$ cat src/rtl/flash_vcr_map.svh
// Purpose: Offsets, reset values, opcodes and frame counts of the volatile configuration bank
// Assumes: Only the low address byte selects a location
// Notes:   Definitions only
`ifndef FLASH_VCR_MAP_SVH
`define FLASH_VCR_MAP_SVH

// ----------------------------------------
// Register locations
// ----------------------------------------
`define VCR_TRAIN_PATTERN 8'h0A
`define VCR_INTEGRITY_CTRL 8'h0B
`define VCR_INTEGRITY_STAT 8'h0C
`define VCR_FIRST_ADDR_LOW 8'h0D
`define VCR_FIRST_ADDR_MID 8'h0E
`define VCR_FIRST_ADDR_HIGH 8'h0F
`define VCR_FIRST_ADDR_TOP 8'h10
`define VCR_BANK_ACTIVITY 8'h11

// ----------------------------------------
// Reset values and read fillers
// ----------------------------------------
`define VCR_ERASED_BYTE 8'hFF
`define VCR_TRAIN_RESET 8'h55
`define VCR_CTRL_RESET 8'hFF
`define VCR_STAT_RESET 8'h00
`define VCR_FIRST_ADDR_RESET 28'hFFF_FFFF
`define VCR_LOW_NIBBLE_FILL 4'h0
`define VCR_TALLY_MAX 4'hF
`define VCR_BANK_IDLE 3'b000
`define VCR_LANE3_MASK 8'h08

// ----------------------------------------
// Link commands and frame bit counts
// ----------------------------------------
`define VCR_OP_WRITE_ENABLE 8'h06
`define VCR_OP_WRITE_VCR 8'h81
`define VCR_OP_READ_VCR 8'h85
`define VCR_LAST_OPCODE_BIT 6'd7
`define VCR_LAST_ADDR_BIT 6'd39
`define VCR_LAST_DATA_BIT 6'd47

`endif

$ cat src/rtl/flash_vcr_pkg.sv
// Purpose: Types shared by the volatile configuration bank
// Assumes: Field order follows the bit order of each location
// Notes:   Constants live in flash_vcr_map.svh
package flash_vcr_pkg;

  // ----------------------------------------
  // Location 0Bh, bit 7 down to bit 0
  // ----------------------------------------
  typedef struct packed {
    logic readParityDisable;
    logic line3InvertDisable;
    logic [1:0] programCheckChunkSize;
    logic programParityDisable;
    logic errorEventSelect;
    logic errorPinDisable;
    logic correctionDisable;
  } integrity_ctrl_t;

  // ----------------------------------------
  // Location 0Ch, bit 7 down to bit 0
  // ----------------------------------------
  typedef struct packed {
    logic illegalReprogramFlag;
    logic [3:0] correctionEventTally;
    logic doubleBitErrorFlag;
    logic addrParityErrorFlag;
    logic dataCheckErrorFlag;
  } integrity_stat_t;

  // ----------------------------------------
  // Event strobes from the array engine
  // ----------------------------------------
  typedef struct packed {
    logic corrEvent;
    logic doubleEvent;
    logic reprogramAttempt;
    logic addrParityError;
    logic dataCrcError;
    logic boundaryViolation;
    logic [27:0] chunkAddr;
  } array_events_t;

  // Phase of a link frame
  typedef enum logic [3:0] {
    PH_OPCODE = 4'b0001,
    PH_ADDR = 4'b0010,
    PH_DATA = 4'b0100,
    PH_IGNORE = 4'b1000
  } frame_phase_t;

endpackage : flash_vcr_pkg

$ cat src/rtl/flash_volatile_config_regs.sv
// Purpose: Volatile configuration locations 08h..FFh reached over a serial link
// Assumes: Link pins are asynchronous, sampled twice; events come from sys_clk logic
// Notes:   Single-line SPI framing, mode 0, read and write one byte per frame
//
// Operation
// Reset loads erased ones unless field differs
// Only the low address byte selects
// Reserved locations read back all ones
// Reserved write ignored, flag set, latch cleared
// Bank field shows busy bank or 000
// Record chunk address of first event
// Flag incremental programming while ECC on
// Event tally counts, saturates at fifteen
// Flag any two-bit error
// Flag address parity errors
// Flag data check or boundary errors
// Read parity enabled when bit low
// Training line 3 inverted when bit low
// Chunk size select, default sixteen bytes
// Program parity enabled when bit low
// Event select for pin and address
// Error pin enabled when bit low
// ECC on when bit low
// Training pattern byte, default 55h
// Host sets write enable before writing
`timescale 1ns/1ps
`include "flash_vcr_map.svh"

module flash_volatile_config_regs (
  input wire logic sys_clk, // System clock, 50 MHz
  input wire logic rst, // Synchronous reset, active high
  input wire logic linkClk, // Serial clock from host
  input wire logic linkSelN, // Chip select, active low
  input wire logic linkDataIn, // Serial data into the device
  output logic linkDataOut, // Serial data to host
  output logic linkDataOe, // Drive enable of linkDataOut
  input wire flash_vcr_pkg::array_events_t arrayEvents, // Array event strobes
  input wire logic progEraseActive, // Program or erase running
  input wire logic [1:0] progEraseBank, // Bank under program or erase
  input wire logic flagStatusClear, // Clears the reserved write flag
  output flash_vcr_pkg::integrity_ctrl_t integrityCtrl, // Control byte 0Bh
  output logic [7:0] trainingPatternValue, // Training pattern 0Ah
  output logic [7:0] laneInvertMask, // Lanes inverted in training
  output logic errorPinN, // Error indication, active low
  output logic writeEnableLatch, // Write enable latch state
  output logic flagStatusWriteError // Flag status bit 1
);

  // ----------------------------------------
  // Link synchronisers
  // ----------------------------------------
  logic [1:0] clkSync; // Two-stage clock sampler
  logic [1:0] selSync; // Two-stage select sampler
  logic [1:0] dinSync; // Two-stage data sampler
  logic clkLast; // Previous synced clock

  // Edge detection reads only the second stage
  always_ff @(posedge sys_clk) begin
    if (rst) begin
      clkSync <= 2'b00;
      selSync <= 2'b11;
      dinSync <= 2'b00;
      clkLast <= 1'b0;
    end else begin
      clkSync <= {clkSync[0], linkClk};
      selSync <= {selSync[0], linkSelN};
      dinSync <= {dinSync[0], linkDataIn};
      clkLast <= clkSync[1];
    end
  end

  logic clkRise; // Rising link edge seen
  logic clkFall; // Falling link edge seen
  logic selIdle; // Frame not active
  logic dataBit; // Synced data bit
  assign clkRise = clkSync[1] & ~clkLast;
  assign clkFall = ~clkSync[1] & clkLast;
  assign selIdle = selSync[1];
  assign dataBit = dinSync[1];

  // ----------------------------------------
  // Register state
  // ----------------------------------------
  flash_vcr_pkg::frame_phase_t phase; // Frame phase
  flash_vcr_pkg::frame_phase_t next_phase;
  logic [5:0] bitCnt; // Bits received this frame
  logic [5:0] next_bitCnt;
  logic [6:0] shiftIn; // Partial received byte
  logic [6:0] next_shiftIn;
  logic [7:0] opcode; // Current command
  logic [7:0] next_opcode;
  logic [7:0] regAddr; // Selected location
  logic [7:0] next_regAddr;
  logic [7:0] readByte; // Byte being returned
  logic [7:0] next_readByte;
  logic next_linkDataOut;
  logic next_linkDataOe;
  logic [7:0] next_trainingPatternValue;
  flash_vcr_pkg::integrity_ctrl_t next_integrityCtrl;
  logic next_writeEnableLatch;
  logic next_flagStatusWriteError;
  flash_vcr_pkg::integrity_stat_t integrityStat; // Status byte 0Ch
  flash_vcr_pkg::integrity_stat_t next_integrityStat;
  logic [27:0] firstEventChunkAddr; // Chunk address of first event
  logic [27:0] next_firstEventChunkAddr;
  logic firstCaptured; // First event already held
  logic next_firstCaptured;
  logic [2:0] busyBankCode; // Location 11h field
  logic [2:0] next_busyBankCode;
  logic next_errorPinN;
  logic [7:0] next_laneInvertMask;

  // ----------------------------------------
  // Read decode
  // ----------------------------------------
  // Value presented for a location
  function automatic logic [7:0] readMux(input logic [7:0] addr);
    logic [7:0] val;
    val = `VCR_ERASED_BYTE;
    case (addr)
      `VCR_TRAIN_PATTERN: val = trainingPatternValue;
      `VCR_INTEGRITY_CTRL: val = integrityCtrl;
      `VCR_INTEGRITY_STAT: val = integrityStat;
      // low nibble zero
      `VCR_FIRST_ADDR_LOW: val = {firstEventChunkAddr[3:0], `VCR_LOW_NIBBLE_FILL};
      `VCR_FIRST_ADDR_MID: val = firstEventChunkAddr[11:4];
      `VCR_FIRST_ADDR_HIGH: val = firstEventChunkAddr[19:12];
      `VCR_FIRST_ADDR_TOP: val = firstEventChunkAddr[27:20];
      `VCR_BANK_ACTIVITY: val = {5'b0_0000, busyBankCode};
      // reserved reads ones
      default: val = `VCR_ERASED_BYTE;
    endcase
    return val;
  endfunction : readMux

  // ----------------------------------------
  // Frame decoder and register writes
  // ----------------------------------------
  // Command, address and data phases of one frame
  always_comb begin
    next_phase = phase;
    next_bitCnt = bitCnt;
    next_shiftIn = shiftIn;
    next_opcode = opcode;
    next_regAddr = regAddr;
    next_readByte = readByte;
    next_linkDataOut = linkDataOut;
    next_linkDataOe = linkDataOe;
    next_trainingPatternValue = trainingPatternValue;
    next_integrityCtrl = integrityCtrl;
    next_writeEnableLatch = writeEnableLatch;
    next_flagStatusWriteError = flagStatusWriteError;
    if (flagStatusClear) begin
      next_flagStatusWriteError = 1'b0;
    end
    if (selIdle) begin
      // Deselect aborts any frame and releases the line
      next_phase = flash_vcr_pkg::PH_OPCODE;
      next_bitCnt = 6'd0;
      next_linkDataOe = 1'b0;
    end else if (clkRise) begin
      next_shiftIn = {shiftIn[5:0], dataBit};
      next_bitCnt = bitCnt + 6'd1;
      case (phase)
        flash_vcr_pkg::PH_OPCODE: begin
          if (bitCnt == `VCR_LAST_OPCODE_BIT) begin
            next_opcode = {shiftIn, dataBit};
            if ({shiftIn, dataBit} == `VCR_OP_WRITE_ENABLE) begin
              // latch armed by host
              next_writeEnableLatch = 1'b1;
              next_phase = flash_vcr_pkg::PH_IGNORE;
            end else if ({shiftIn, dataBit} == `VCR_OP_WRITE_VCR ||
                         {shiftIn, dataBit} == `VCR_OP_READ_VCR) begin
              next_phase = flash_vcr_pkg::PH_ADDR;
            end else begin
              next_phase = flash_vcr_pkg::PH_IGNORE;
            end
          end
        end
        flash_vcr_pkg::PH_ADDR: begin
          if (bitCnt == `VCR_LAST_ADDR_BIT) begin
            // keep only final byte
            next_regAddr = {shiftIn, dataBit};
            next_readByte = readMux({shiftIn, dataBit});
            next_phase = flash_vcr_pkg::PH_DATA;
          end
        end
        flash_vcr_pkg::PH_DATA: begin
          if (bitCnt == `VCR_LAST_DATA_BIT) begin
            next_phase = flash_vcr_pkg::PH_IGNORE;
            // Without the latch a write is silently dropped
            if (opcode == `VCR_OP_WRITE_VCR && writeEnableLatch) begin
              next_writeEnableLatch = 1'b0;
              case (regAddr)
                // pattern byte write
                `VCR_TRAIN_PATTERN: next_trainingPatternValue = {shiftIn, dataBit};
                // control byte write
                `VCR_INTEGRITY_CTRL: next_integrityCtrl = {shiftIn, dataBit};
                default: begin
                  // reserved write refused
                  next_flagStatusWriteError = 1'b1;
                end
              endcase
            end
          end
        end
        default: begin
          next_bitCnt = bitCnt;
        end
      endcase
    end else if (clkFall) begin
      // Read data leaves on falling edges, MSB first
      if (phase == flash_vcr_pkg::PH_DATA && opcode == `VCR_OP_READ_VCR) begin
        next_linkDataOut = readByte[3'd7 - bitCnt[2:0]];
        next_linkDataOe = 1'b1;
      end else begin
        next_linkDataOe = 1'b0;
      end
    end
  end

  // erased defaults at reset
  always_ff @(posedge sys_clk) begin
    if (rst) begin
      phase <= flash_vcr_pkg::PH_OPCODE;
      bitCnt <= 6'd0;
      shiftIn <= 7'h00;
      opcode <= 8'h00;
      regAddr <= 8'h00;
      readByte <= `VCR_ERASED_BYTE;
      linkDataOut <= 1'b0;
      linkDataOe <= 1'b0;
      trainingPatternValue <= `VCR_TRAIN_RESET;
      integrityCtrl <= `VCR_CTRL_RESET;
      writeEnableLatch <= 1'b0;
      flagStatusWriteError <= 1'b0;
    end else begin
      phase <= next_phase;
      bitCnt <= next_bitCnt;
      shiftIn <= next_shiftIn;
      opcode <= next_opcode;
      regAddr <= next_regAddr;
      readByte <= next_readByte;
      linkDataOut <= next_linkDataOut;
      linkDataOe <= next_linkDataOe;
      trainingPatternValue <= next_trainingPatternValue;
      integrityCtrl <= next_integrityCtrl;
      writeEnableLatch <= next_writeEnableLatch;
      flagStatusWriteError <= next_flagStatusWriteError;
    end
  end

  // ----------------------------------------
  // Integrity status and first event
  // ----------------------------------------
  logic eccOn; // ECC enabled
  logic qualifyingEvent; // Event type chosen for address capture
  // ECC on when low
  assign eccOn = ~integrityCtrl.correctionDisable;
  // select event type
  assign qualifyingEvent = integrityCtrl.errorEventSelect ? arrayEvents.doubleEvent
                                                          : arrayEvents.corrEvent;

  // Sticky flags; nothing clears them short of reset
  always_comb begin
    next_integrityStat = integrityStat;
    next_firstEventChunkAddr = firstEventChunkAddr;
    next_firstCaptured = firstCaptured;
    // incremental program attempt
    if (eccOn && arrayEvents.reprogramAttempt) begin
      next_integrityStat.illegalReprogramFlag = 1'b1;
    end
    // saturating event tally
    if (eccOn && (arrayEvents.corrEvent || arrayEvents.doubleEvent) &&
        integrityStat.correctionEventTally != `VCR_TALLY_MAX) begin
      next_integrityStat.correctionEventTally = integrityStat.correctionEventTally + 4'd1;
    end
    // two-bit detection
    if (arrayEvents.doubleEvent) begin
      next_integrityStat.doubleBitErrorFlag = 1'b1;
    end
    // address parity error
    if (arrayEvents.addrParityError) begin
      next_integrityStat.addrParityErrorFlag = 1'b1;
    end
    // CRC or boundary error
    if (arrayEvents.dataCrcError || arrayEvents.boundaryViolation) begin
      next_integrityStat.dataCheckErrorFlag = 1'b1;
    end
    // capture first chunk only
    if (eccOn && qualifyingEvent && !firstCaptured) begin
      next_firstEventChunkAddr = arrayEvents.chunkAddr;
      next_firstCaptured = 1'b1;
    end
  end

  always_ff @(posedge sys_clk) begin
    if (rst) begin
      integrityStat <= `VCR_STAT_RESET;
      firstEventChunkAddr <= `VCR_FIRST_ADDR_RESET;
      firstCaptured <= 1'b0;
    end else begin
      integrityStat <= next_integrityStat;
      firstEventChunkAddr <= next_firstEventChunkAddr;
      firstCaptured <= next_firstCaptured;
    end
  end

  // ----------------------------------------
  // Bank activity, error pin, training lanes
  // ----------------------------------------
  // Derived outputs, registered so the pins never glitch
  always_comb begin
    // busy bank code
    next_busyBankCode = progEraseActive ? {1'b1, progEraseBank} : `VCR_BANK_IDLE;
    // pin enabled when low
    next_errorPinN = ~(~integrityCtrl.errorPinDisable && eccOn &&
                       (integrityCtrl.errorEventSelect ? integrityStat.doubleBitErrorFlag
                                                       : integrityStat.correctionEventTally != 4'h0));
    // invert line 3
    next_laneInvertMask = integrityCtrl.line3InvertDisable ? 8'h00 : `VCR_LANE3_MASK;
  end

  always_ff @(posedge sys_clk) begin
    if (rst) begin
      busyBankCode <= `VCR_BANK_IDLE;
      errorPinN <= 1'b1;
      laneInvertMask <= 8'h00;
    end else begin
      busyBankCode <= next_busyBankCode;
      errorPinN <= next_errorPinN;
      laneInvertMask <= next_laneInvertMask;
    end
  end

  // Chunk size and program parity only leave on integrityCtrl;
  // the array and link datapaths outside this bank act on them,
  // so no local logic depends on those fields
  // chunk size on integrityCtrl
  // program parity on integrityCtrl

endmodule : flash_volatile_config_regs

$ cat config.mk
export PLATFORM = sky130hd
export DESIGN_NAME = flash_volatile_config_regs
export DESIGN_NICKNAME = d
export VERILOG_FILES = /design/src/rtl/flash_vcr_pkg.sv /design/src/rtl/flash_volatile_config_regs.sv
export VERILOG_INCLUDE_DIRS = /design/src /design/src/rtl
export SDC_FILE = /design/constraint.sdc
export NUM_CORES = 1
export LEC_CHECK = 0
export BUFFER_PORTS_ARGS = -buffer_cell sky130_fd_sc_hd__buf_2
export CORE_UTILIZATION = 61
export CTS_BUF_LIST = sky130_fd_sc_hd__clkbuf_16
export DETAILED_ROUTE_END_ITERATION = 7
export PLACE_DENSITY = 0.81
export SKIP_LAST_GASP = 1
export SYNTH_ARGS = -nofsm -noshare
export SYNTH_HDL_FRONTEND = slang
export SYNTH_SLANG_ARGS = --single-unit
$ cat constraint.sdc
create_clock -name sys_clk -period 4.8 [get_ports sys_clk]
set_clock_uncertainty 0.1 [all_clocks]
set_input_delay 0.24 -clock sys_clk [delete_from_list [all_inputs] [get_ports sys_clk]]
set_output_delay 0.24 -clock sys_clk [all_outputs]
set_load 0.005 [all_outputs]
==> results.sh, run 1 <==
export IMPL_status="finished, violations left"
export IMPL_violations="negative hold slack"
export IMPL_fin_setup_tns_ns=0
export IMPL_tightest_slew_ns=1.18
export IMPL_grt_pass1_vias=3765
export IMPL_antenna_found_initial=0
export IMPL_path_cells="nor4b_1 > nand4_1 > a2111oi_4 > o21ai_0 > o22a_1"
export IMPL_async_flop_share=0
export IMPL_path_buf_inv=0
export IMPL_dieArea_sq_mm=0.00843
export IMPL_netlist_area_leader_share=0.447
export IMPL_synth_largest_area_cell="dfxtp_1"
export IMPL_seq_area_frac_synth=0.447
export IMPL_synth_distinct_cells=53
export IMPL_worst_ep_required_time_ns=4.94
export IMPL_grt_pass1_wl_microns=18100
export IMPL_p_comb_frac=0.041
export IMPL_p_switching_uw=377
export IMPL_dr_total_vias=4028
export IMPL_post_dp_hpwl_microns=7410
export IMPL_gp_congestion=0.949
export IMPL_overflow=0
export IMPL_hold_path_class="in2reg"
export IMPL_slowest_stage="a2111oi_4"
export IMPL_numPortBuffers=64
export IMPL_synth_edf_count=0
export IMPL_wl_per_cell_microns=15.7
export IMPL_relSlewSlack=0.211
export IMPL_synth_warnings=0
export IMPL_drt_wl_total_microns=11100
export IMPL_syn_inst=539
export IMPL_synth_top_cells_by_count="110 x dfxtp_1, 66 x nor2_1, 41 x nand2_1"
export IMPL_initial_core_util=0.634
export IMPL_hold_viol=1
export IMPL_ant_nets=0
export IMPL_fin_crit_ns=2.90
export IMPL_insertion_delay_ns=0.35
export IMPL_avgSynthCellArea_sq_um=9.13
export IMPL_worstPathArrival_ns=3.03
export IMPL_peakVddDrop_v=0.000182
export IMPL_via_per_inst=5.73
export IMPL_period_share=0.603
export IMPL_clock_sinks=110
export IMPL_path_delay_family="compound AO/OA/AOI/OAI gates"
export IMPL_coreArea_sq_mm=0.00777
export IMPL_slew_viol_final=0
export IMPL_synth_ff_type="dfxtp_1"
export IMPL_crit_fanout=10
export IMPL_cts_root_buf="clkbuf_16"
export IMPL_p_int_mw=1.36
export IMPL_io_pin_count=72
export IMPL_areaGrowthSynthToFinish_pct=15.9
export IMPL_clkPwrFrac=0.429
export IMPL_grt_setup_unrepaired="no"
export IMPL_switching_share=0.217
export IMPL_p_per_area_mw_per_mm2=304
export IMPL_htree_levels=3
export IMPL_p_leak_nw=2.23
export IMPL_nets=642
export IMPL_drive_gt1_frac=0.175
export IMPL_grt_usage=0.276
export IMPL_rows=32
export IMPL_netlist_area_sq_mm=0.00492
export IMPL_drc=0
export IMPL_cts_inserted_buffers=9
export IMPL_synth_seq_cells=110
export IMPL_seq_power_share=0.530
export IMPL_cts_path_max_buffers=2
export IMPL_setup_violations=0
export IMPL_die_h_microns=91.8
export IMPL_dr_pass1_iters=7
export IMPL_maxCapViolCount=0
export IMPL_path_clk_slew_ns=0.07
export IMPL_die_width_microns=91.8
export IMPL_synth_most_common_cell="dfxtp_1"
export IMPL_antenna_cells=0
export IMPL_path_class="reg2reg"
export IMPL_fmax_ghz=0.345
export IMPL_post_cts_buffers=0
export IMPL_cp_start_kind="register"
export IMPL_cp_end_kind="register"
export IMPL_slowest_delay_ns=0.69
export IMPL_cts_tree="done"
export IMPL_synth_area_leaders="dfxtp_1 45%, mux2i_1 7.1%, nor2_1 5.0%, a211o_1 5.0%, nor2b_1 5.0%"
export IMPL_drt_initial_drc_count=232
export IMPL_grt_max_degree=105
export IMPL_holdWs_ns=-0.00232
==> placed cells by master (no fill, tap or decap), types with 3 or more instances in the layout <==
cell type	n
a211o_1	28
a21oi_1	26
a22o_1	3
a31oi_1	6
and2_1	5
and3_1	3
buf_2	63
buf_4	4
clkbuf_16	9
conb_1	7
dfxtp_1	110
dlygate4sd3_1	21
ha_1	3
inv_1	11
mux2_2	5
mux2i_1	35
mux4_2	6
nand2_1	41
nand2b_1	5
nand3_1	7
nand4_1	6
nand4b_1	3
nor2_1	66
nor2b_1	39
nor3_1	16
nor3_2	3
nor3b_1	4
nor4_1	3
nor4b_1	5
o21ai_0	16
o22a_1	3
or2_2	3
xnor2_1	5
xor2_1	4
==> final cells by class <==
cell class	instances	area (sq um)
clock buffers	9	225
clock inverters	7	72.6
fillers	556	2060
inverters	10	37.5
multi-input cells	377	2480
flip-flops and latches	110	2200
well taps	102	128
repair buffers	88	556
==> metal layers <==
metal	vias up	GRT usage	routed length (microns)	part of all wire
li1	1981	-	-	-
met1	1900	0.362	4860	0.44
met2	129	0.459	5330	0.48
met3	18	0.0365	656	0.059
met4	0	0.112	217	0.020
met5	-	0	0	0
==> worst reg2reg max path, cell delays in order, from the launching register on <==
cell,delay (ns)
dfxtp_1,0.52
nor4b_1,0.43
nand4_1,0.65
a2111oi_4,0.69
o21ai_0,0.19
o22a_1,0.21
==> kinds of logic (layout without fill, tap and decap cells) <==
group                      after synthesis  count (layout)  synth area share
buffers and inverters                   58             114            0.0531
AOI/OAI and AO/OA                       91              91             0.130
adders and majority gates                3               3           0.00763
muxes                                   46              46             0.110
DFF                                    110             110             0.447
other                                    1               7          0.000762
and+or+nand+nor                        221             221             0.235
xor gates and xnor gates                 9               9            0.0160
==> power by group through the flow <==
stage	Clock [mW]	Combinational, mW	Sequential (mW)
4_1_cts	0.748	0.0700	0.920
3_5_place_dp	0	0.0567	0.942
5_1_grt	0.784	0.0767	0.921
3_3_place_gp	0	0.0560	0.941
6_report	0.745	0.0707	0.920
2_1_floorplan	0	0.0365	0.941
==> worst paths after layout <==
| check | startpoint | end | slack, ns | depth (start not counted) |
|---|---|---|---|---|
| min reg2reg | selSync[0] | selSync[1] | 0.32 | 1 |
| min | arrayEvents[21] | firstEventChunkAddr[21] | -0.002 | 2 |
| max | phase[1] | readByte[2] | 1.90 | 5 |
| max reg2reg | phase[1] | readByte[2] | 1.90 | 5 |
==> flip-flops by register name (all words and copies together), names as in the netlist <==
name	flops
firstEventChunkAddr	28
integrityCtrl	8
integrityStat	8
opcode	8
readByte	8
regAddr	8
trainingPatternValue	8
shiftIn	7
bitCnt	6
phase	4
busyBankCode	3
clkSync	2
dinSync	2
selSync	2
clkLast	1
errorPinN	1
firstCaptured	1
flagStatusWriteError	1
laneInvertMask	1
linkDataOe	1
linkDataOut	1
writeEnableLatch	1
==> what timing repair did <==
action | in CTS | in global routing
hold endpoints to repair | 21 | 0
hold buffers | 21 | 0
gates resized for setup | 0 | 0
==> stage by stage <==
step | utilization | worst slack, ns | std cells | power (mW) | area (sq um)
after global placement | 0.669 | 2.10 | 666 | 0.997 | 5200
after CTS | 0.735 | 1.94 | 703 | 1.74 | 5710
after detailed placement | 0.669 | 1.94 | 666 | 0.998 | 5200
after floorplan | - | 2.47 | 545 | 0.977 | 4940
final | 0.735 | 1.90 | 703 | 1.74 | 5710
after global routing | 0.735 | 1.65 | 703 | 1.78 | 5710
(Power assumes the default switching activity.)
==> run 2: changes to the inputs <==
--- a/config.mk
+++ b/config.mk
@@ -7,10 +7,10 @@
 export NUM_CORES = 1
 export LEC_CHECK = 0
 export BUFFER_PORTS_ARGS = -buffer_cell sky130_fd_sc_hd__buf_2
-export CORE_UTILIZATION = 61
+export CORE_UTILIZATION = 57
 export CTS_BUF_LIST = sky130_fd_sc_hd__clkbuf_16
 export DETAILED_ROUTE_END_ITERATION = 7
-export PLACE_DENSITY = 0.81
+export PLACE_DENSITY = 0.77
 export SKIP_LAST_GASP = 1
 export SYNTH_ARGS = -nofsm -noshare
 export SYNTH_HDL_FRONTEND = slang
==> constraint.sdc (replaced) <==
create_clock -name sys_clk -period 3 [get_ports sys_clk]
set_clock_uncertainty 0.1 [all_clocks]
set_input_delay 0.15 -clock sys_clk [delete_from_list [all_inputs] [get_ports sys_clk]]
set_output_delay 0.15 -clock sys_clk [all_outputs]
set_load 0.005 [all_outputs]
==> run 2 against run 1 <==
  * Critical endpoint is now trainingPatternValue[4]
  * Global-route usage is 0.14 points lower
  * Sequential cell count unchanged
  * Register-to-register slack lost 1.3 ns
  * Highest routed layer unchanged
  * The flow now finishes without violations
  * Non-clock buffer count is 22 higher
  * Worst hold slack improved by 0.25 ns
==> results.sh, run 2 (synthesis results as in run 1) <==
export IMPL_areaGrowthSynthToFinish_pct=20.0
export IMPL_wl_per_cell_microns=16.1
export IMPL_crit_fanout=8
export IMPL_cp_end_kind="register"
export IMPL_finalNonFillerCells=728
export IMPL_via_per_inst=5.63
export IMPL_slowest_delay_ns=0.71
export IMPL_cts_path_max_buffers=2
export IMPL_drc=0
export IMPL_rows=33
export IMPL_grt_usage=0.274
export IMPL_slew_viol_final=0
export IMPL_gp_congestion=0.863
export IMPL_cts_resized=0
export IMPL_p_leak_nw=2.32
export IMPL_slowest_stage="nor4_2"
export IMPL_worstPathArrival_ns=2.60
export IMPL_setup_violations=0
export IMPL_antenna_cells=0
export IMPL_dr_pass1_iters=5
export IMPL_status="complete, no violations"
export IMPL_path_class="reg2reg"
export IMPL_coreArea_sq_mm=0.00830
export IMPL_post_place_cells=672
export IMPL_peakVddDrop_v=0.000315
export IMPL_rr_startpoint="regAddr[4]"
export IMPL_final_cell_mix="110 x dfxtp_1, 66 x nor2_1, 63 x buf_2"
export IMPL_clkPwrFrac=0.412
export IMPL_p_comb_frac=0.049
export IMPL_largest_register="firstEventChunkAddr"
export IMPL_whs_path_depth=5
export IMPL_post_dp_hpwl_microns=7550
export IMPL_final_core_util=0.711
export IMPL_worst_ep_required_time_ns=3.18
export IMPL_maxCapViolCount=0
export IMPL_setup_slack_ns=0.585
export IMPL_p_per_area_mw_per_mm2=462
export IMPL_io_pin_count=72
export IMPL_path_buf_inv=0
export IMPL_cts_inserted_buffers=9
export IMPL_reg2reg_slack_ns=0.58
export IMPL_hold_end="integrityStat[3]"
export IMPL_initial_core_util=0.593
export IMPL_power_mw=2.73
export IMPL_switching_share=0.225
export IMPL_drt_wl_total_microns=11700
export IMPL_grt_pass1_wl_microns=18800
export IMPL_tightest_slew_ns=1.05
export IMPL_hold_viol=0
export IMPL_hold_path_class="in2reg"
export IMPL_antenna_found_initial=0
export IMPL_dr_total_vias=4097
export IMPL_p_int_mw=2.12
export IMPL_insertion_delay_ns=0.35
export IMPL_die_width_microns=94.9
export IMPL_die_h_microns=94.9
export IMPL_fin_crit_ns=2.42
export IMPL_holdCritStartpoint="arrayEvents[33]"
export IMPL_relSlewSlack=0.297
export IMPL_final_common_cell="dfxtp_1"
export IMPL_overflow=0
export IMPL_r2r_end="trainingPatternValue[4]"
export IMPL_path_clk_slew_ns=0.08
export IMPL_clock_sinks=110
export IMPL_drive_gt1_frac=0.175
export IMPL_largest_register_ffs=28
export IMPL_grt_pass1_vias=3934
export IMPL_dieArea_sq_mm=0.00901
export IMPL_pre_cts_slack_ns=0.643
export IMPL_drt_initial_drc_count=226
export IMPL_numPortBuffers=64
export IMPL_r2r_worst_path_cells=5
export IMPL_seq_power_share=0.539
export IMPL_htree_levels=3
export IMPL_cts_tree="done"
export IMPL_ant_nets=0
export IMPL_path_delay_family="simple AND/OR/NAND/NOR gates"
export IMPL_nets=664
export IMPL_path_cells="or4b_1 > or3_4 > nor4_2 > nor3_1 > a21oi_1"
export IMPL_cts_root_buf="clkbuf_16"
export IMPL_period_share=0.805
export IMPL_fmax_ghz=0.414
export IMPL_fin_setup_tns_ns=0
export IMPL_grt_setup_unrepaired="no"
export IMPL_grt_max_degree=105
export IMPL_cp_start_kind="register"
export IMPL_p_switching_uw=615
[run 2: repair_timing]
action / CTS / global route
hold endpoints to repair: 39 / 0
setup endpoints to repair: 0 / 0
hold buffers: 40 / 0
buffers inserted: 0 / 0
[run 2: worst max path at each step]
stage | start | to | slack (ns) | cells past startpoint
4_1_cts | regAddr[4] | integrityCtrl[1] | 0.60 | 5
2_1_floorplan | regAddr[4] | integrityCtrl[4] | 0.67 | 7
3_3_place_gp | regAddr[4] | integrityCtrl[1] | 0.69 | 5
3_5_place_dp | phase[2] | integrityCtrl[5] | 0.64 | 5
5_1_grt | phase[2] | trainingPatternValue[4] | 0.40 | 5
6_report | regAddr[4] | trainingPatternValue[4] | 0.58 | 5
[run 2: layout make-up]
class	count	area (sq um)
tap	105	131
inverter	10	37.5
sequential	110	2200
timing repair buffer	110	768
clock buffer	9	225
multi-input combinational	377	2480
fill	649	2390
clock inverter	7	55.1
[run 2: layer usage]
layer | vias up | wire [microns] | share of wire | global-route usage
li1 | 2021 | - | - | -
met1 | 1921 | 5380 | 0.46 | 0.359
met2 | 130 | 5590 | 0.48 | 0.450
met3 | 25 | 444 | 0.038 | 0.0435
met4 | 0 | 269 | 0.023 | 0.111
met5 | - | 0 | 0 | 0
[run 2: tightest hold or removal path: stages]
cell	delay, ns
buf_2	0.12
nor2_1	0.10
a311oi_1	0.11
xnor2_1	0.14
nor2_1	0.04
[run 2: power by group through the flow]
stage                     clock [mW]  sequential, mW  combinational (mW)
after floorplan                    0            1.50              0.0584
after global placement             0            1.51              0.0891
after detailed placement           0            1.51              0.0895
after CTS                       1.15            1.47               0.130
after global routing            1.20            1.47               0.143
final                           1.12            1.47               0.133
[run 2: metrics by stage]
stage               cell area, sq um  hold WS, ns
finish                          5900        0.251
global route                    5900        0.279
CTS                             5900        0.236
detailed placement              5220        0.236
global placement                5220        0.233
floorplan                       4940        0.154
